--- src/x_unused_guard.sv ---
`timescale 1ns/1ps
`default_nettype none
`default_nettype wire

--- src/bringup_pkg.sv ---
`default_nettype none
package bringup_pkg;
  // timing of the internal start-up sequence
  localparam int CLOCK_PERIOD_NS = 100;
  localparam int STARTUP_TIME_NS = 10000;
  localparam int STARTUP_CYCLES  = (STARTUP_TIME_NS + CLOCK_PERIOD_NS - 1) / CLOCK_PERIOD_NS;

  // strap vector positions
  localparam int STRAP_COUNT       = 6;
  localparam int STRAP_PD_IDX      = 0;
  localparam int STRAP_LEADER_IDX  = 1;
  localparam int STRAP_HI_SWING_IDX = 2;
  localparam int STRAP_SEL_LOW_IDX = 3;
  localparam int STRAP_SEL_HIGH_IDX = 4;
  localparam int STRAP_MEDIA_IDX   = 5;

  // management addresses
  localparam logic [4:0]  DEVAD_PMA      = 5'h01;
  localparam logic [4:0]  DEVAD_OWN      = 5'h1e;
  localparam logic [4:0]  DEVAD_VENDOR   = 5'h1f;
  localparam logic [15:0] ID_HIGH_ADDR   = 16'h0002;
  localparam logic [15:0] ID_LOW_ADDR    = 16'h0003;
  localparam logic [15:0] CTRL_ADDR      = 16'h0010;
  localparam logic [15:0] STATUS_ADDR    = 16'h0011;
  localparam logic [15:0] ADV_ADDR       = 16'h0012;

  // field positions
  localparam int CTRL_SOFT_RESET_BIT = 0;
  localparam int CTRL_PD_BIT         = 1;
  localparam int CTRL_AN_EN_BIT      = 2;
  localparam int STAT_READY_BIT      = 0;
  localparam int STAT_PD_BIT         = 1;
  localparam int STAT_HI_ABLE_BIT    = 2;
  localparam int STAT_MAC_LSB        = 3;
  localparam int STAT_MEDIA_BIT      = 5;
  localparam int STAT_LEADER_BIT     = 6;
  localparam int ADV_HI_ABLE_BIT     = 0;
  localparam int ADV_HI_REQ_BIT      = 1;
  localparam int ADV_LEADER_BIT      = 2;
  localparam int ID_OUI_LSB          = 10;
  localparam int ID_MODEL_LSB        = 4;

  // values after reset
  localparam logic AN_EN_RESET      = 1'b1;
  localparam logic PD_RESET         = 1'b1;
  localparam logic ADV_HI_REQ_RESET = 1'b0;

  typedef enum logic [1:0] {
    MAC_RMII     = 2'b00,
    MAC_RGMII    = 2'b01,
    MAC_RESERVED = 2'b10,
    MAC_MII      = 2'b11
  } mac_iface_t;

  typedef enum logic [1:0] {
    SEQ_RESET = 2'b01,
    SEQ_READY = 2'b10
  } seq_state_t;
endpackage
`default_nettype wire

--- src/strap_if.sv ---
`timescale 1ns/1ps
`default_nettype none
interface strap_if;
  import bringup_pkg::*;
  logic                   capture;
  logic [STRAP_COUNT-1:0] strap_bits;
  modport sequencer (output capture);
  modport capturer  (input capture, output strap_bits);
  modport consumer  (input capture, input strap_bits);
endinterface
`default_nettype wire

--- src/startup_sequencer.sv ---
`timescale 1ns/1ps
`default_nettype none
module startup_sequencer #(
  parameter int STARTUP_COUNT = bringup_pkg::STARTUP_CYCLES
) (
  input  wire logic   clock_in,
  input  wire logic   rst_in,
  input  wire logic   soft_reset_in,
  strap_if.sequencer  straps,
  output var  logic   ready_out
);
  import bringup_pkg::*;
  localparam int CW = $clog2(STARTUP_COUNT + 1);

  seq_state_t      state_reg, state_next;
  logic [CW-1:0]   count_reg, count_next;
  logic            capture_reg, capture_next;
  logic            ready_next;

  always_comb begin
    state_next   = state_reg;
    count_next   = count_reg;
    capture_next = 1'b0;
    ready_next   = 1'b0;
    case (state_reg)
      SEQ_RESET: begin
        if (count_reg == CW'(STARTUP_COUNT - 1)) begin
          state_next   = SEQ_READY;
          capture_next = 1'b1;
          count_next   = '0;
        end else begin
          count_next = count_reg + 1'b1;
        end
      end
      SEQ_READY: begin
        ready_next = !soft_reset_in;
        if (soft_reset_in) begin
          state_next = SEQ_RESET;
        end
      end
      default: begin
        state_next = SEQ_RESET;
        count_next = '0;
      end
    endcase
  end

  always_ff @(posedge clock_in) begin
    if (rst_in) begin
      state_reg   <= SEQ_RESET;
      count_reg   <= '0;
      capture_reg <= 1'b0;
      ready_out   <= 1'b0;
    end else begin
      state_reg   <= state_next;
      count_reg   <= count_next;
      capture_reg <= capture_next;
      ready_out   <= ready_next;
    end
  end

  assign straps.capture = capture_reg;
endmodule
`default_nettype wire

--- src/strap_capture.sv ---
`timescale 1ns/1ps
`default_nettype none
module strap_capture #(
  parameter int WIDTH = bringup_pkg::STRAP_COUNT
) (
  input  wire logic             clock_in,
  input  wire logic             rst_in,
  input  wire logic [WIDTH-1:0] pins_in,
  strap_if.capturer             straps
);
  import bringup_pkg::*;
  logic [WIDTH-1:0] sync1_reg, sync2_reg;
  logic [WIDTH-1:0] held_reg, held_next;

  genvar i;
  generate
    for (i = 0; i < WIDTH; i++) begin : g_sync
      always_ff @(posedge clock_in) begin
        if (rst_in) begin
          sync1_reg[i] <= 1'b0;
          sync2_reg[i] <= 1'b0;
        end else begin
          sync1_reg[i] <= pins_in[i];
          sync2_reg[i] <= sync1_reg[i];
        end
      end
    end
  endgenerate

  // later pin activity is ignored until the next capture
  always_comb begin
    held_next = straps.capture ? sync2_reg : held_reg;
  end

  always_ff @(posedge clock_in) begin
    if (rst_in) begin
      held_reg <= '0;
    end else begin
      held_reg <= held_next;
    end
  end

  // the capture edge hands over the freshly synchronised value, so the
  // configuration registers load this reset's straps and not the previous ones
  assign straps.strap_bits = held_next;
endmodule
`default_nettype wire

--- src/phy_bringup_config_control.sv ---
//  Behaviour
// - power-down strapped on stays forever unless management clears it
// - leader strap sets advertised leader or follower preference
// - high-swing strap low keeps both levels; high removes the high level
// - mac interface type comes from the two select straps
// - select pair decodes 00 rmii, 01 rgmii, 10 reserved, 11 mii
// - media converter strap enables converter only with rmii selected
// - identifier at register 2 and 3, clause 22 and 45, devad 1f or 01
// - identifier reads return zero until start-up has finished
// - identifier layout: vendor bits high word, vendor, model, revision low word
// - readable system-ready bit shows start-up complete
// - readable power-down status bit, its reset value from the strap
// - managed power-down holds until software activates, then autonegotiation may run
// - software clears the power-down control bit to leave power-down
// - autonegotiation enabled after reset
// - read-only high-swing ability loaded from strap at every reset
// - advertised high-swing ability accepts one only when ability reads one
// - advertised request bit prefers high level when one, low when zero
// - advertised ability zero forces resolution to the low level
`timescale 1ns/1ps
`default_nettype none
module phy_bringup_config_control #(
  parameter logic [15:0] VENDOR_ID_HIGH = 16'h0a5c, // arbitrary value
  parameter logic [5:0]  VENDOR_ID_LOW  = 6'h15,    // arbitrary value
  parameter logic [5:0]  MODEL_NUMBER   = 6'h03,    // arbitrary value
  parameter logic [3:0]  REVISION       = 4'h2,     // arbitrary value
  parameter int          STARTUP_COUNT  = bringup_pkg::STARTUP_CYCLES
) (
  input  wire logic        clock_in,
  input  wire logic        rst_in,
  input  wire logic        powerdown_after_reset_strap_in,
  input  wire logic        leader_preference_strap_in,
  input  wire logic        high_swing_strap_in,
  input  wire logic        mac_iface_select_low_strap_in,
  input  wire logic        mac_iface_select_high_strap_in,
  input  wire logic        media_converter_strap_in,
  input  wire logic        mgmt_req_in,
  input  wire logic        mgmt_write_in,
  input  wire logic        mgmt_c45_in,
  input  wire logic [4:0]  mgmt_devad_in,
  input  wire logic [15:0] mgmt_regad_in,
  input  wire logic [15:0] mgmt_wdata_in,
  output var  logic [15:0] mgmt_rdata_out,
  output var  logic        mgmt_ack_out,
  output var  logic        system_ready_out,
  output var  logic        powered_down_out,
  output var  logic        an_enable_out,
  output var  logic        an_start_permit_out,
  output var  logic        adv_leader_out,
  output var  logic        adv_high_swing_ability_out,
  output var  logic        adv_high_swing_request_out,
  output var  logic        resolve_low_only_out,
  output var  bringup_pkg::mac_iface_t mac_iface_out,
  output var  logic        media_converter_out
);
  import bringup_pkg::*;

  strap_if straps ();
  logic                   ready;
  logic [STRAP_COUNT-1:0] pins;

  assign pins = {media_converter_strap_in, mac_iface_select_high_strap_in,
                 mac_iface_select_low_strap_in, high_swing_strap_in,
                 leader_preference_strap_in, powerdown_after_reset_strap_in};

  logic soft_reset_reg, soft_reset_next;

  startup_sequencer #(.STARTUP_COUNT(STARTUP_COUNT)) u_seq (
    .clock_in      (clock_in),
    .rst_in        (rst_in),
    .soft_reset_in (soft_reset_reg),
    .straps        (straps.sequencer),
    .ready_out     (ready)
  );

  strap_capture #(.WIDTH(STRAP_COUNT)) u_cap (
    .clock_in (clock_in),
    .rst_in   (rst_in),
    .pins_in  (pins),
    .straps   (straps.capturer)
  );

  // clause 22 reaches the register directly, clause 45 through one of the devads
  function automatic logic addr_hit(input logic c45, input logic [4:0] devad,
                                    input logic [15:0] regad, input logic [15:0] target,
                                    input logic id_space);
    logic dev_ok;
    dev_ok = id_space ? (devad == DEVAD_VENDOR || devad == DEVAD_PMA)
                      : (devad == DEVAD_OWN);
    return (regad == target) && (!c45 || dev_ok);
  endfunction

  logic hit_id_high, hit_id_low, hit_ctrl, hit_status, hit_adv, wr_ok;
  always_comb begin
    hit_id_high = addr_hit(mgmt_c45_in, mgmt_devad_in, mgmt_regad_in, ID_HIGH_ADDR, 1'b1);
    hit_id_low  = addr_hit(mgmt_c45_in, mgmt_devad_in, mgmt_regad_in, ID_LOW_ADDR, 1'b1);
    hit_ctrl    = addr_hit(mgmt_c45_in, mgmt_devad_in, mgmt_regad_in, CTRL_ADDR, 1'b0);
    hit_status  = addr_hit(mgmt_c45_in, mgmt_devad_in, mgmt_regad_in, STATUS_ADDR, 1'b0);
    hit_adv     = addr_hit(mgmt_c45_in, mgmt_devad_in, mgmt_regad_in, ADV_ADDR, 1'b0);
    wr_ok       = mgmt_req_in && mgmt_write_in && ready && !soft_reset_reg;
  end

  // configuration state
  logic       pd_reg, pd_next;
  logic       an_en_reg, an_en_next;
  logic       ability_reg, ability_next;
  logic       adv_able_reg, adv_able_next;
  logic       adv_req_reg, adv_req_next;
  logic       adv_leader_reg, adv_leader_next;
  mac_iface_t mac_reg, mac_next;
  logic       media_reg, media_next;

  always_comb begin
    pd_next         = pd_reg;
    an_en_next      = an_en_reg;
    ability_next    = ability_reg;
    adv_able_next   = adv_able_reg;
    adv_req_next    = adv_req_reg;
    adv_leader_next = adv_leader_reg;
    mac_next        = mac_reg;
    media_next      = media_reg;
    soft_reset_next = 1'b0;
    if (straps.capture) begin
      // strap low selects power-down after reset
      pd_next         = !straps.strap_bits[STRAP_PD_IDX];
      an_en_next      = AN_EN_RESET;
      ability_next    = !straps.strap_bits[STRAP_HI_SWING_IDX];
      adv_able_next   = !straps.strap_bits[STRAP_HI_SWING_IDX];
      adv_req_next    = ADV_HI_REQ_RESET;
      adv_leader_next = straps.strap_bits[STRAP_LEADER_IDX];
      mac_next        = mac_iface_t'({straps.strap_bits[STRAP_SEL_HIGH_IDX],
                                      straps.strap_bits[STRAP_SEL_LOW_IDX]});
      media_next      = straps.strap_bits[STRAP_MEDIA_IDX];
    end else if (wr_ok && hit_ctrl) begin
      soft_reset_next = mgmt_wdata_in[CTRL_SOFT_RESET_BIT];
      pd_next         = mgmt_wdata_in[CTRL_PD_BIT];
      an_en_next      = mgmt_wdata_in[CTRL_AN_EN_BIT];
    end else if (wr_ok && hit_adv) begin
      adv_able_next   = mgmt_wdata_in[ADV_HI_ABLE_BIT] && ability_reg;
      adv_req_next    = mgmt_wdata_in[ADV_HI_REQ_BIT] && ability_reg;
      adv_leader_next = mgmt_wdata_in[ADV_LEADER_BIT];
    end
  end

  always_ff @(posedge clock_in) begin
    if (rst_in) begin
      pd_reg         <= PD_RESET;
      an_en_reg      <= AN_EN_RESET;
      ability_reg    <= 1'b0;
      adv_able_reg   <= 1'b0;
      adv_req_reg    <= ADV_HI_REQ_RESET;
      adv_leader_reg <= 1'b0;
      mac_reg        <= MAC_RMII;
      media_reg      <= 1'b0;
      soft_reset_reg <= 1'b0;
    end else begin
      pd_reg         <= pd_next;
      an_en_reg      <= an_en_next;
      ability_reg    <= ability_next;
      adv_able_reg   <= adv_able_next;
      adv_req_reg    <= adv_req_next;
      adv_leader_reg <= adv_leader_next;
      mac_reg        <= mac_next;
      media_reg      <= media_next;
      soft_reset_reg <= soft_reset_next;
    end
  end

  // read path and registered outputs
  logic [15:0] rdata_next, status_word, id_low_word;
  logic        permit_next, media_out_next;

  always_comb begin
    id_low_word = {VENDOR_ID_LOW, MODEL_NUMBER, REVISION};
    status_word = '0;
    status_word[STAT_READY_BIT]                 = ready;
    status_word[STAT_PD_BIT]                    = pd_reg;
    status_word[STAT_HI_ABLE_BIT]               = ability_reg;
    status_word[STAT_MAC_LSB +: 2]              = mac_reg;
    status_word[STAT_MEDIA_BIT]                 = media_reg;
    status_word[STAT_LEADER_BIT]                = adv_leader_reg;
    rdata_next = '0;
    if (mgmt_req_in && !mgmt_write_in) begin
      if (hit_id_high) begin
        rdata_next = ready ? VENDOR_ID_HIGH : '0;
      end else if (hit_id_low) begin
        rdata_next = ready ? id_low_word : '0;
      end else if (hit_ctrl) begin
        rdata_next = {13'h0000, an_en_reg, pd_reg, 1'b0};
      end else if (hit_status) begin
        rdata_next = status_word;
      end else if (hit_adv) begin
        rdata_next = {13'h0000, adv_leader_reg, adv_req_reg, adv_able_reg};
      end
    end
    permit_next    = ready && !pd_reg && an_en_reg;
    media_out_next = media_reg && (mac_reg == MAC_RMII);
  end

  always_ff @(posedge clock_in) begin
    if (rst_in) begin
      mgmt_rdata_out             <= '0;
      mgmt_ack_out               <= 1'b0;
      system_ready_out           <= 1'b0;
      powered_down_out           <= PD_RESET;
      an_enable_out              <= AN_EN_RESET;
      an_start_permit_out        <= 1'b0;
      adv_leader_out             <= 1'b0;
      adv_high_swing_ability_out <= 1'b0;
      adv_high_swing_request_out <= ADV_HI_REQ_RESET;
      resolve_low_only_out       <= 1'b1;
      mac_iface_out              <= MAC_RMII;
      media_converter_out        <= 1'b0;
    end else begin
      mgmt_rdata_out             <= rdata_next;
      mgmt_ack_out               <= mgmt_req_in;
      system_ready_out           <= ready;
      powered_down_out           <= pd_reg;
      an_enable_out              <= an_en_reg;
      an_start_permit_out        <= permit_next;
      adv_leader_out             <= adv_leader_reg;
      adv_high_swing_ability_out <= adv_able_reg;
      adv_high_swing_request_out <= adv_req_reg;
      resolve_low_only_out       <= !adv_able_reg;
      mac_iface_out              <= mac_reg;
      media_converter_out        <= media_out_next;
    end
  end
endmodule
`default_nettype wire

--- config.mk ---
export PLATFORM = sky130hd
export DESIGN_NAME = phy_bringup_config_control
export DESIGN_NICKNAME = d
export VERILOG_FILES = /design/src/x_unused_guard.sv /design/src/bringup_pkg.sv /design/src/strap_if.sv /design/src/startup_sequencer.sv /design/src/strap_capture.sv /design/src/phy_bringup_config_control.sv
export SDC_FILE = /design/constraint.sdc
export NUM_CORES = 1
export LEC_CHECK = 0
export ABC_AREA = 1
export CORE_MARGIN = 5
export CORE_UTILIZATION = 45
export CTS_CLUSTER_DIAMETER = 120
export CTS_CLUSTER_SIZE = 20
export DETAILED_ROUTE_END_ITERATION = 8
export DONT_BUFFER_PORTS = 1
export GPL_TIMING_DRIVEN = 0
export SLEW_MARGIN = 20
export SYNTH_ARGS = -nofsm -noshare
export SYNTH_HDL_FRONTEND = slang
export SYNTH_SLANG_ARGS = --single-unit
--- constraint.sdc ---
create_clock -name clock_in -period 3.05 [get_ports clock_in]
set_input_delay 0.61 -clock clock_in [delete_from_list [all_inputs] [get_ports clock_in]]
set_output_delay 0.61 -clock clock_in [all_outputs]
set_load 0.005 [all_outputs]
# ---- After elaboration in Yosys (flattened, before gate mapping)
# Index checks and enable logic that the tools add are counted.
dict set report totals {
  register_bits 67
  latch_bits 0
  mem_bits_rw 0
  mem_bits_ro 0
  in_bits 48
  out_inout_bits 28
  elab_cells 116
  mem_count 0
}
dict set report op_classes {
  add_sub_neg 1
  n_mul 0
  div_mod_pow 0
  order_cmp 0
  n_eq_ne 14
  n_shift 0
  mux 22
  bitwise_logic 4
  n_reduce_logical 37
}
# cell count
set op_table {}
lappend op_table {{equality test 16 x 5 -> 1 bit (second input constant)} 3}
lappend op_table {{2-to-1 mux 15 bit} 3}
lappend op_table {{equality test 16 x 2 -> 1 bit (second input constant)} 2}
lappend op_table {{2-to-1 mux 7 bit} 3}
lappend op_table {{logical AND 1 bit} 16}
lappend op_table {{case mux 7 bit (2 select lines)} 1}
lappend op_table {{2-to-1 mux 12 bit} 1}
lappend op_table {{equality test 5 bit (second input constant)} 2}
lappend op_table {{2-to-1 mux 1 bit} 9}
lappend op_table {{OR reduction 2 bit} 4}
lappend op_table {{adder 7 x 1 -> 7 bit (second input constant)} 1}
lappend op_table {{equality test 7 bit (second input constant)} 1}
lappend op_table {{zero test 1 bit} 7}
lappend op_table {{2-to-1 mux 6 bit} 1}
lappend op_table {{AND reduction 2 bit} 3}
lappend op_table {{equality test 5 x 1 -> 1 bit (second input constant)} 1}
lappend op_table {{2-to-1 mux 2 bit} 2}
lappend op_table {{!= test 2 x 1 -> 1 bit (second input constant)} 2}
lappend op_table {{NOT 1 bit} 4}
lappend op_table {{case mux 2 bit (2 select lines)} 1}
lappend op_table {{nonzero test 2 bit} 2}
lappend op_table {{logical OR 1 bit} 3}
lappend op_table {{2-to-1 mux 3 bit} 1}
lappend op_table {{OR reduction 3 bit} 1}
lappend op_table {{other kinds (4)} 4}

# ---- Logic depth before layout (Yosys ltp)
# Gate-level depths: netlist of the first run.
dict set report logic_depth {
  ltp_word 8
  ltp_mapped 10
  depth_no_buf 10
}

# ---- Modules after synthesis
# A second synthesis of the first run with hierarchy kept.
dict set report unflattened {
  hier_cells 355
  area_unflattened_um2 2657.5
}
# mod n_inst cells_each area_per_inst_um2
set modules_own_cells {}
lappend modules_own_cells {phy_bringup_config_control 1 197 1472.7}
lappend modules_own_cells {strap_capture 1 87 660.6}
lappend modules_own_cells {startup_sequencer 1 71 524.3}

# ---- Worst setup path after synthesis of the first run
# No wires, ideal clock.
dict set report synth_timing {
  path_kind {input to register}
  start {in mgmt_regad_in[15]}
  end {reg adv_able_reg}
  setup_time_ns 0.115
  t_arrival_ns 1.440
  path_slack_ns 1.495
  stages 8
  path_buffers 0
  cell_sequence {nor2_1 -> nand2_2 -> nor2_8 -> nand2_4 -> nor2_8 -> nand2_4 -> a21oi_1 -> nor2_1}
}
dict set report synth_via {
  elab_chain_len 5
}
# element line_no
set synth_rtl {}
lappend synth_rtl {{start, declared} phy_bringup_config_control.sv:41} ;# input wire logic [15:0] mgmt_regad_in,
lappend synth_rtl {{equality test 16 x 5 -> 1 bit} phy_bringup_config_control.sv:90} ;# return (regad == target) && (!c45 || dev_ok);
lappend synth_rtl {{logical AND 1 bit} phy_bringup_config_control.sv:90}
lappend synth_rtl {{logical AND 1 bit, on equally long branches} {phy_bringup_config_control.sv:134, phy_bringup_config_control.sv:138}}
lappend synth_rtl {{!= test 2 x 1 -> 1 bit (no line) or nonzero test 2 bit (tied branches)} --}
lappend synth_rtl {{AND reduction 2 bit (no line) (*)} --}
lappend synth_rtl {{end signal, assigned} phy_bringup_config_control.sv:160} ;# adv_able_reg <= adv_able_next;
lappend synth_rtl {{end, declared} phy_bringup_config_control.sv:107} ;# logic adv_able_reg, adv_able_next;
# Every way passes the cells marked *; elsewhere a longest branch is shown, timed or not.
# A chain may end at the register's enable or synchronous reset.

# ---- Final worst setup path of the first run
dict set report layout_timing {
  start {reg mgmt_rdata_out[12]}
  end {out mgmt_rdata_out[12]}
}
# element line_no
set layout_rtl {}
lappend layout_rtl {{start, declared} phy_bringup_config_control.sv:43} ;# output var logic [15:0] mgmt_rdata_out,
lappend layout_rtl {{start signal, assigned} phy_bringup_config_control.sv:215} ;# mgmt_rdata_out <= rdata_next;
# No word-level cell between the ends.

==> metrics.md, run 1 <==
| Metric | Value |
|---|---|
| Ratio of cells with drive above 1 in the final layout | `0.1327` |
| Max H-tree Level | `2` |
| DRC errors left | `0` |
| Area delta synth->final | `9.159%` |
| RR Endpoint | `pd_reg` |
| Post-CTS Setup Bufs | `0` |
| Tot GR Track Use | `0.1414` |
| Actual slew at the worst max-slew pin | `0.5407 ns` |
| Via count of the first global-routing pass | `approximately 1600` |
| Vias after detailed routing | `roughly 1800` |
| Cell area after synthesis | `2322 um2` |
| Clock net sink count | `54` |
| Largest fanout of any net on the critical path | `3` |
| Routed met1 length | `about 2200 um` |
| Power density over the cells | `493.0 nW/um2` |
| Post-layout minimum cycle time | `roughly 1.4 ns` |
| Clock tree from TritonCTS | `done` |
| Placement row count | `26` |
| Setup violators final | `0` |
| Number of port buffers | `0` |
| Number of max-slew violations in the final report | `0` |
| Number of nets in the finished design | `372` |
| Largest incremental delay on the critical path | `0.38 ns` |
| Type of element capturing the critical path | `output port` |
| Synthesized area divided by synthesized cell count | `7.419 um2` |
| Sequential-to-total area share from yosys stat | `0.4655` |
| Placed Cells incl. Taps | `386` |
| Detail Route met3 WL | `327 um` |
| Fin. Hold Viols | `0` |
| Achievable clock frequency | `0.7066 GHz` |
| Initial antenna violation count | `0` |
| Largest vdd supply drop | `~0.38 mV` |
| Req. time, crit path | `between 2 and 2.5 ns` |
| Clock-pin slew of the registers on the worst-case setup and hold paths | `0.10 ns` |
| Critical-path top delay cell | `sky130_fd_sc_hd__dfxtp_1` |
| Number of distinct standard cells referenced by the synthesized netlist | `32` |
| Largest delay share family, worst path | `flip-flops` |
| Hold Path Cell Cnt | `2` |
| Remaining Overflow, GRT | `0` |
| Number of flip-flops under the largest register name | `9` |
| Startpoint of the worst-slack reg-to-reg timing path | `u_seq.ready_out` |
| Total routed wirelength | `4510 um` |
| Min-delay worst type | `input port to flop` |
| Synthesized flop and latch total | `between 50 and 60` |
| Worst reg2reg setup slack | `1.65 ns` |
| Uppermost signal routing layer after detailed routing | `met4` |
| Vias per cell | `between 4 and 5` |
| CTS resizes | `0` |
| Worst Clk Skew | `0.003955 ns` |
| Max Buffers Root-to-Sink | `2` |
| Total of warnings raised by yosys | `0` |
| Die boundary width | `between 80 and 90 um` |
| TritonCTS buffer count | `5` |
| Total Neg Setup Slack | `0 ns` |
| Max-cap violations | `0` |
| Total half-perimeter wirelength after legalization and detailed placement | `3582 um` |
| Pin count of the biggest net entering global routing | `18` |
| Leakage power figure | `1.240 nW` |
| Detailed Route Iter0 Violations | `53` |
| Core region area | `5075 um2` |
| Arrival time reported for the critical path endpoint | `0.81 ns` |
| Instance count of the mapped netlist | `313` |
| Post-Layout Cell Count | `394` |
| CP Class | `flop to output port` |
| Detail Route Antenna Nets | `0` |
| Share of the cycle needed by the critical path after routing | `0.4640` |
| DR WL met2 | `1922 um` |
| DRT Pass-1 Iters | `5` |
| Relative max-transition margin | `0.6382` |
| Wire length of the first global-routing pass | `7162 um` |
| Buffers plus inverters on the worst setup path | `1` |
| # IOs | `76` |
| Hold Path End | `u_cap.sync1_reg[4]` |
| Area enclosed by the die boundary | `6697 um2` |
| Number of hold-repair buffers added at the cts stage | `0` |
| Initial Util | `0.4576` |
| Hold_sp | `mac_iface_select_high_strap_in` |
| Placer Congestion | `about 0.8` |
| Crit start category | `flop` |
| Setup repair after global routing missed its margin | `no` |
| Later-pin clock latency in the skew report | `0.30 ns` |
| Post-layout power | `1.250 mW` |
| Worst-case reg-to-reg path depth | `5` |
| Height of the chip | `between 80 and 90 um` |
| Utilization after layout | `0.4995` |
| WL per Instance | `between 10 and 15 um` |
| Commonest cells after routing, fill and taps aside | `55 x sky130_fd_sc_hd__nor2_1, 55 x sky130_fd_sc_hd__nand2_1, 54 x sky130_fd_sc_hd__dfxtp_1` |
| Root Buffer | `sky130_fd_sc_hd__clkbuf_8` |
| Number of antenna cells inserted | `0` |
| CP cell instances | `buf_4` |
| Run status | `finished clean` |
-- per-layer routing --
layer | global-route usage | vias to the layer above
met4 | 0.04153 | 0
met1 | 0.1842 | 765
met2 | 0.2213 | 44
met3 | 0.04825 | 4
met5 | 0 | -
li1 | - | 969
-- cells by family after synthesis --
group	Yosys count	share of synthesized area
AO/OA/AOI/OAI	17	0.04418
XOR/XNOR	2	0.007544
adder cells (fa/ha/maj)	1	0.005387
buffers and inverters	69	0.1266
flip-flops	54	0.4655
other	1	0.001615
AND/OR/NAND/NOR	169	0.3491
-- cell type report --
class | instances | area, um2
Inverter | 56 | 210.2
Multi-Input combinational cell | 193 | 958.4
Buffer | 13 | 83.83
Clock inverter | 3 | 45.04
Fill cell | 542 | 2540
Tap cell | 70 | 87.58
Clock buffer | 5 | 68.82
Sequential cell | 54 | 1081
-- where the power goes --
group	leakage, nW	switching (mW)	internal (mW)
clock	0.0504	0.229	0.244
sequential	0.439	0.00490	0.716
combinational	0.751	0.0353	0.0210
total	1.24	0.269	0.981
-- Yosys cell counts --
cell,number,area share
sky130_fd_sc_hd__nor3_2,2,0.0086
sky130_fd_sc_hd__or2_2,2,0.0054
sky130_fd_sc_hd__nand2_1,55,0.089
sky130_fd_sc_hd__buf_2,1,0.0022
sky130_fd_sc_hd__nand3_1,26,0.056
sky130_fd_sc_hd__nor2_2,3,0.0081
sky130_fd_sc_hd__buf_4,9,0.029
sky130_fd_sc_hd__nand2_4,3,0.015
sky130_fd_sc_hd__buf_1,1,0.0016
sky130_fd_sc_hd__ha_1,1,0.0054
sky130_fd_sc_hd__nand3_2,2,0.0086
sky130_fd_sc_hd__a32o_1,1,0.0043
sky130_fd_sc_hd__dfxtp_1,54,0.47
sky130_fd_sc_hd__conb_1,1,0.0016
sky130_fd_sc_hd__o211ai_1,1,0.0032
sky130_fd_sc_hd__o21ai_2,1,0.0038
sky130_fd_sc_hd__o21ai_0,5,0.011
sky130_fd_sc_hd__nor3_1,6,0.013
sky130_fd_sc_hd__clkbuf_1,2,0.0032
sky130_fd_sc_hd__nand3b_1,1,0.0032
sky130_fd_sc_hd__xor2_1,2,0.0075
sky130_fd_sc_hd__a211oi_1,1,0.0032
sky130_fd_sc_hd__nor2_8,2,0.017
sky130_fd_sc_hd__nor2_1,55,0.089
sky130_fd_sc_hd__inv_1,51,0.082
sky130_fd_sc_hd__nor4_1,1,0.0027
sky130_fd_sc_hd__nand4_1,6,0.016
sky130_fd_sc_hd__nor2_4,2,0.0097
sky130_fd_sc_hd__a21oi_1,7,0.015
sky130_fd_sc_hd__inv_2,5,0.0081
sky130_fd_sc_hd__nand2_2,3,0.0081
sky130_fd_sc_hd__o32ai_1,1,0.0038
-- stage by stage --
| step | hold WS [ns] | instance area (um2) | worst slack (ns) |
|---|---|---|---|
| after floorplan | 0.3883 | 2333 | 1.495 |
| after global placement | 0.3890 | 2421 | 1.386 |
| after detailed placement | 0.3920 | 2421 | 1.379 |
| after CTS | 0.3890 | 2535 | 1.622 |
| after global routing | 0.3870 | 2535 | 1.516 |
| final | 0.3991 | 2535 | 1.635 |
-- how the worst max path moves through the flow --
| stage | from | cells after the start | end |
|---|---|---|---|
| finish | mgmt_rdata_out[12] | 1 | mgmt_rdata_out[12] |
| floorplan | mgmt_regad_in[15] | 8 | adv_able_reg |
| global placement | mgmt_regad_in[15] | 8 | adv_able_reg |
| CTS | mgmt_rdata_out[12] | 1 | mgmt_rdata_out[12] |
| global route | u_seq.ready_out | 5 | an_en_reg |
| detailed placement | mgmt_regad_in[15] | 8 | adv_able_reg |
(Power assumes the default switching activity.)
==> run 2, diff against run 1 <==
==> constraint.sdc (replaced) <==
create_clock -name clock_in -period 1.15 [get_ports clock_in]
set_input_delay 0.23 -clock clock_in [delete_from_list [all_inputs] [get_ports clock_in]]
set_output_delay 0.23 -clock clock_in [all_outputs]
set_load 0.005 [all_outputs]
==> metrics.md, run 2 (synthesized netlist as in run 1, its figures left out) <==
| Metric | Value |
|---|---|
| Achievable clock frequency | `0.8937 GHz` |
| Initial Util | `0.4576 (unchanged)` |
| Placer Congestion | `0.8136 (-0.54%)` |
| Req. time, crit path | `1.38 ns (-1.06 ns)` |
| Hold_sp | `mac_iface_select_low_strap_in` |
| Vias after detailed routing | `1823 (+2.3%)` |
| Worst Clk Skew | `0.007797 ns (+0.003842 ns)` |
| Utilization after layout | `0.5256 (+0.02613)` |
| Largest vdd supply drop | `0.7365 mV (+93%)` |
| Later-pin clock latency in the skew report | `0.30 ns (about the same)` |
| Clock tree from TritonCTS | `done` |
| Hold Path End | `u_cap.sync1_reg[3]` |
| Setup violators final | `0 (unchanged)` |
| WL per Instance | `11.73 um (+2.5%)` |
| Core region area | `5075 um2 (unchanged)` |
| Commonest cells after routing, fill and taps aside | `51 x sky130_fd_sc_hd__nand2_1, 48 x sky130_fd_sc_hd__inv_1, 48 x sky130_fd_sc_hd__nor2_1, 48 x sky130_fd_sc_hd__dfxtp_1, 24 x sky130_fd_sc_hd__nand3_1` |
| Critical path startpoint | `u_seq.count_reg[0]` |
| Remaining Overflow, GRT | `0 (unchanged)` |
| Number of max-slew violations in the final report | `0 (unchanged)` |
| Critical-path top delay cell | `sky130_fd_sc_hd__dfxtp_2` |
| Number of flip-flops under the largest register name | `9 (unchanged)` |
| Max-cap violations | `0 (unchanged)` |
| Fin. Hold Viols | `0 (unchanged)` |
| TritonCTS buffer count | `5 (unchanged)` |
| Hold Path Cell Cnt | `2 (unchanged)` |
| DRT Pass-1 Iters | `4 (-1)` |
| Number of port buffers | `0 (unchanged)` |
| Initial antenna violation count | `0 (unchanged)` |
| Setup repair after global routing missed its margin | `yes` |
| Highest-utilization routing layer at the global route stage | `met2` |
| Number of antenna cells inserted | `0 (unchanged)` |
| Min-delay worst type | `input port to flop` |
| Type of element capturing the critical path | `flop` |
| Pin count of the biggest net entering global routing | `18 (unchanged)` |
| Largest fanout of any net on the critical path | `3 (unchanged)` |
| Largest incremental delay on the critical path | `0.36 ns (-0.02 ns)` |
| Layout fillers | `542 (unchanged)` |
| # IOs | `76 (unchanged)` |
| Worst reg2reg setup slack | `0.03 ns (-1.62 ns)` |
| Worst-case reg-to-reg path depth | `5 (unchanged)` |
| CP Class | `flop to flop` |
| Most common cell after layout, fill and taps aside | `sky130_fd_sc_hd__nand2_1` |
| Share of the cycle needed by the critical path after routing | `0.9730` |
| DRC errors left | `0 (unchanged)` |
| Crit start category | `flop` |
| Via count of the first global-routing pass | `1602 (unchanged)` |
| Detail Route Antenna Nets | `0 (unchanged)` |
| M2 GR Usage | `0.2237 (+0.002423)` |
| Vias per cell | `4.558 (+0.77%)` |
| Ratio of cells with drive above 1 in the final layout | `0.2333 (+0.1006)` |
| Total Neg Setup Slack | `0 ns (unchanged)` |
| Worst hold slack | `0.01838 ns (-0.3808 ns)` |
| Met3 GRT Util | `0.04276 (-0.005482)` |
| Wire length of the first global-routing pass | `7265 um (+1.4%)` |
| Number of nets in the finished design | `378 (+1.6%)` |
| Area enclosed by the die boundary | `6697 um2 (unchanged)` |
| Total half-perimeter wirelength after legalization and detailed placement | `3663 um (+2.3%)` |
| Die boundary width | `81.84 um (unchanged)` |
| Max Buffers Root-to-Sink | `2 (unchanged)` |
| Run status | `finished clean` |
| Tot GR Track Use | `0.1426 (+0.001185)` |
| Area delta synth->final | `14.87%` |
| Power density over the cells | `1197 nW/um2 (+140%)` |
| Detailed Route Iter0 Violations | `52 (-1.9%)` |
| Leakage power figure | `1.279 nW (+3.1%)` |
| Total routed wirelength | `4692 um (+4.0%)` |
| Max H-tree Level | `2 (unchanged)` |
| Post-layout minimum cycle time | `around 1.1 ns` |
| Clock-pin slew of the registers on the worst-case setup and hold paths | `0.09 ns (about the same)` |
| Height of the chip | `81.84 um (unchanged)` |
| Arrival time reported for the critical path endpoint | `1.35 ns (+0.54 ns)` |
| Clock net sink count | `54 (unchanged)` |
| Root Buffer | `sky130_fd_sc_hd__clkbuf_8` |
| Startpoint of the worst-slack reg-to-reg timing path | `u_seq.count_reg[0]` |
| RR Endpoint | `u_seq.count_reg[5]` |
| CP cell instances | `buf_4, nand4_1, nor2_2, a21oi_1, nor3_1` |
| Placement row count | `26 (unchanged)` |
| Met1 Usage GRT | `0.1896 (+0.005345)` |
run 2: worst max-delay path: cells and delay by family (launching register included):
kind / cells / cell delay (ns)
DFF: 1 / 0.36
AOI/OAI and AO/OA: 1 / 0.08
and+or+nand+nor: 3 / 0.46
buffers and inverters: 1 / 0.14
run 2: power by group:
part | total [mW] | internal (mW) | switching [mW]
combinational | 0.176 | 0.0708 | 0.105
clock | 1.10 | 0.496 | 0.605
sequential | 1.92 | 1.90 | 0.0150
total | 3.19 | 2.47 | 0.725
run 2: repair_timing:
action | in CTS | in global routing
pin swaps | 1 | 11
hold buffers | 0 | 0
endpoints found under the setup margin | 14 | 13
setup buffers | 2 | 4
hold endpoints to repair | 0 | 0
gates resized for setup | 8 | 27
run 2: worst max-delay path by stage:
stage,slack (ns),cells past startpoint,to
after global placement,-0.22,5,pd_reg
after floorplan,0.001,8,adv_able_reg
final,0.03,5,u_seq.count_reg[5]
after detailed placement,-0.22,5,pd_reg
after CTS,-0.004,6,u_seq.count_reg[2]
after global routing,-0.05,6,u_seq.count_reg[6]
run 2: area by class of cell:
class                      count  area [um2]  share of cell area
clock buffer                   6       82.58             0.03096
multi-input combinational    193        1044              0.3912
timing repair buffer           6       45.04             0.01689
buffer                        13       93.84             0.03518
sequential                    54        1089              0.4081
clock inverter                 2       16.27            0.006098
inverter                      56       210.2             0.07880
tap                           70       87.58             0.03283
run 2: metrics by stage:
stage / setup slack (ns) / power [mW] / cell area [um2] / std cells
3_5_place_dp: -0.2194 / 2.108 / 2421 / 386
5_1_grt: -0.04746 / 3.349 / 2668 / 400
2_1_floorplan: 0.001111 / 2.080 / 2333 / 316
3_3_place_gp: -0.2192 / 2.103 / 2421 / 386
4_1_cts: -0.004465 / 3.215 / 2555 / 396
6_report: 0.03106 / 3.192 / 2668 / 400
run 2: per-layer routing:
layer  share of wire  routed length [um]
met1            0.47                2215
met2            0.46                2144
met3           0.060                 282
met4           0.010                  49
met5               0                   0
==> run 3, diff against run 2 <==
--- a/config.mk
+++ b/config.mk
@@ -13,6 +13,7 @@
 export DETAILED_ROUTE_END_ITERATION = 8
 export DONT_BUFFER_PORTS = 1
 export GPL_TIMING_DRIVEN = 0
+export MAX_ROUTING_LAYER = met4
 export SLEW_MARGIN = 20
 export SYNTH_ARGS = -nofsm -noshare
 export SYNTH_HDL_FRONTEND = slang
==> metrics.md, run 3 (synthesized netlist as in run 1, its figures left out) <==
| Metric | Value |
|---|---|
| Largest delay share family, worst path | `flip-flops` |
| CP Class | `flop to flop` |
| Setup violators final | `0 (unchanged)` |
| Uppermost signal routing layer after detailed routing | `met4` |
| DRT Pass-1 Iters | `4 (unchanged)` |
| Buffers plus inverters on the worst setup path | `2 (+1)` |
| Number of flip-flops under the largest register name | `9 (unchanged)` |
| Remaining Overflow, GRT | `0 (unchanged)` |
| # IOs | `76 (unchanged)` |
| Commonest cells after routing, fill and taps aside | `51 x sky130_fd_sc_hd__nand2_1, 48 x sky130_fd_sc_hd__inv_1, 48 x sky130_fd_sc_hd__nor2_1, 48 x sky130_fd_sc_hd__dfxtp_1, 24 x sky130_fd_sc_hd__nand3_1` |
| Part of the power in the clock network | `0.346 (about the same)` |
| Most Frequent Cell on Critical Path | `sky130_fd_sc_hd__inv_2` |
| Max H-tree Level | `2 (unchanged)` |
| Largest fanout of any net on the critical path | `3 (unchanged)` |
| Height of the chip | `81.84 um (unchanged)` |
| Later-pin clock latency in the skew report | `0.30 ns (about the same)` |
| Most common cell after layout, fill and taps aside | `sky130_fd_sc_hd__nand2_1` |
| Power density over the cells | `1197 nW/um2 (about the same)` |
| Number of port buffers | `0 (unchanged)` |
| Leakage power figure | `1.283 nW (+0.32%)` |
| Vias per cell | `4.544 (-0.30%)` |
| Startpoint of the worst-slack reg-to-reg timing path | `u_seq.count_reg[0]` |
| Crit start category | `flop` |
| Placer Congestion | `0.8256 (+1.5%)` |
| WL per Instance | `11.76 um (+0.24%)` |
| Min-delay worst type | `input port to flop` |
| Combinational group share of total power | `0.055 (about the same)` |
| Placement row count | `26 (unchanged)` |
| Fin. Hold Viols | `0 (unchanged)` |
| Routed met1 length | `2271 um (+2.5%)` |
| Total half-perimeter wirelength after legalization and detailed placement | `3663 um (unchanged)` |
| Clock net sink count | `54 (unchanged)` |
| Switching power of the nets | `0.7335 mW (+1.2%)` |
| Initial antenna violation count | `0 (unchanged)` |
| Standard cell area after detailed placement | `2421 um2 (unchanged)` |
| Setup repair after global routing missed its margin | `yes` |
| Core region area | `5075 um2 (unchanged)` |
| Via count of the first global-routing pass | `1608 (+0.37%)` |
| Detail Route Antenna Nets | `0 (unchanged)` |
| Critical-path top delay cell | `sky130_fd_sc_hd__dfxtp_2` |
| Layout fillers | `540 (-0.37%)` |
| Type of element capturing the critical path | `flop` |
| Achievable clock frequency | `0.8931 GHz (about the same)` |
| Cell internal pwr | `2.468 mW (about the same)` |
| Area enclosed by the die boundary | `6697 um2 (unchanged)` |
| Detailed Route Iter0 Violations | `55 (+5.8%)` |
| Hold_sp | `mac_iface_select_low_strap_in` |
| Post-layout minimum cycle time | `1.120 ns (+0.0007771 ns)` |
| Number of hold-repair buffers added at the cts stage | `0 (unchanged)` |
| Worst Clk Skew | `0.006478 ns (-0.001318 ns)` |
| Tot GR Track Use | `0.1468 (+0.004282)` |
| Largest vdd supply drop | `0.7328 mV (-0.51%)` |
| Total area of sequential cells | `1089 um2 (unchanged)` |
| Number of antenna cells inserted | `0 (unchanged)` |
| Utilization after layout | `0.5271 (+0.001479)` |
| Max Buffers Root-to-Sink | `2 (unchanged)` |
| Req. time, crit path | `1.37 ns (about the same)` |
| Number of max-slew violations in the final report | `0 (unchanged)` |
| Wire length of the first global-routing pass | `7251 um (-0.19%)` |
| Post-Layout Inst Area | `2675 um2 (+0.28%)` |
| Ratio of cells with drive above 1 in the final layout | `0.2356 (+0.002316)` |
| Clock-pin slew of the registers on the worst-case setup and hold paths | `0.09 ns (about the same)` |
| DRC errors left | `0 (unchanged)` |
| Run status | `finished clean` |
| TritonCTS buffer count | `5 (unchanged)` |
| Arrival time reported for the critical path endpoint | `1.34 ns (about the same)` |
| Root Buffer | `sky130_fd_sc_hd__clkbuf_8` |
| Share of the cycle needed by the critical path after routing | `0.9737 (about the same)` |
| Number of nets in the finished design | `379 (+0.26%)` |
| Proportion of total power due to net switching | `0.2292 (+0.002152)` |
| Clock tree from TritonCTS | `done` |
| Fraction of power consumed by sequential logic | `0.598 (-0.002)` |
| Area delta synth->final | `15.19%` |
| Pin count of the biggest net entering global routing | `18 (unchanged)` |
| Area of combinational cells with multiple inputs | `1044 um2 (unchanged)` |
| Detail Route met3 WL | `262 um (-7.1%)` |
| Critical path startpoint | `u_seq.count_reg[0]` |
| DR WL met2 | `2133 um (-0.51%)` |
| Vias after detailed routing | `1822 (-0.055%)` |
| Total routed wirelength | `4715 um (+0.49%)` |
| Max-cap violations | `0 (unchanged)` |
| CP cell instances | `ha_4, nand3_2, nor2_2, inv_2, nand2_1, inv_2, nor2_4, a211oi_2` |
| Initial Util | `0.4576 (unchanged)` |
| Largest incremental delay on the critical path | `0.35 ns (about the same)` |
| Die boundary width | `81.84 um (unchanged)` |
run 3: changes by cell type in the layout (fill, tap and decap cells not counted):
cell / delta
sky130_fd_sc_hd__buf_4: +1
run 3: timing repair:
| item | in CTS | in global routing |
|---|---|---|
| gates resized for setup | 8 | 27 |
| pin swaps | 1 | 11 |
| endpoints found under the setup margin | 14 | 13 |
| setup buffers | 2 | 5 |
run 3: final timing paths:
check	slack [ns]	cells after the start	endpoint
setup / recovery	0.03	8	u_seq.count_reg[0]
hold reg to reg	0.41	2	u_cap.sync2_reg[4]
setup reg to reg	0.03	8	u_seq.count_reg[0]
hold / removal	0.02	2	u_cap.sync1_reg[3]
run 3: area by class of cell:
class / instances / share of cell area
tap: 70 / 0.03274
clock buffer: 6 / 0.03087
timing repair buffer: 7 / 0.01964
buffer: 13 / 0.03508
multi-input combinational: 193 / 0.3901
clock inverter: 2 / 0.006080
inverter: 56 / 0.07858
sequential: 54 / 0.4069
run 3: routing by layer:
| layer | track usage | vias to the layer above |
|---|---|---|
| met2 | 0.2237 | 40 |
| met1 | 0.1930 | 794 |
| met4 | 0.03987 | 0 |
| met3 | 0.03838 | 5 |
| met5 | - | - |
| li1 | - | 983 |
run 3: stage by stage:
step	TNS, ns	setup WS (ns)	hold WS, ns	total power [mW]	std cells
after floorplan	0	0.001111	0.3370	2.080	316
after global routing	-0.09069	-0.03930	0.006771	3.349	401
final	0	0.03029	0.01583	3.201	401
after CTS	-0.006808	-0.004465	0.009132	3.215	396
after global placement	-1.812	-0.2192	0.3390	2.103	386
after detailed placement	-2.244	-0.2194	0.3405	2.108	386
run 3: worst register-to-register path: cells and delay by family (launching register included):
kind	cells	cell delay, ns
adders and majority gates	1	0.17
DFF	1	0.35
buffers and inverters	2	0.17
AOI/OAI and AO/OA	1	0.15
and+or+nand+nor	4	0.21
run 3: power by group through the flow:
stage / clock network (mW) / logic [mW] / registers (mW)
6_report: 1.11 / 0.176 / 1.92
4_1_cts: 1.14 / 0.164 / 1.91
3_3_place_gp: 0 / 0.148 / 1.96
5_1_grt: 1.23 / 0.200 / 1.92
2_1_floorplan: 0 / 0.127 / 1.95
3_5_place_dp: 0 / 0.151 / 1.96
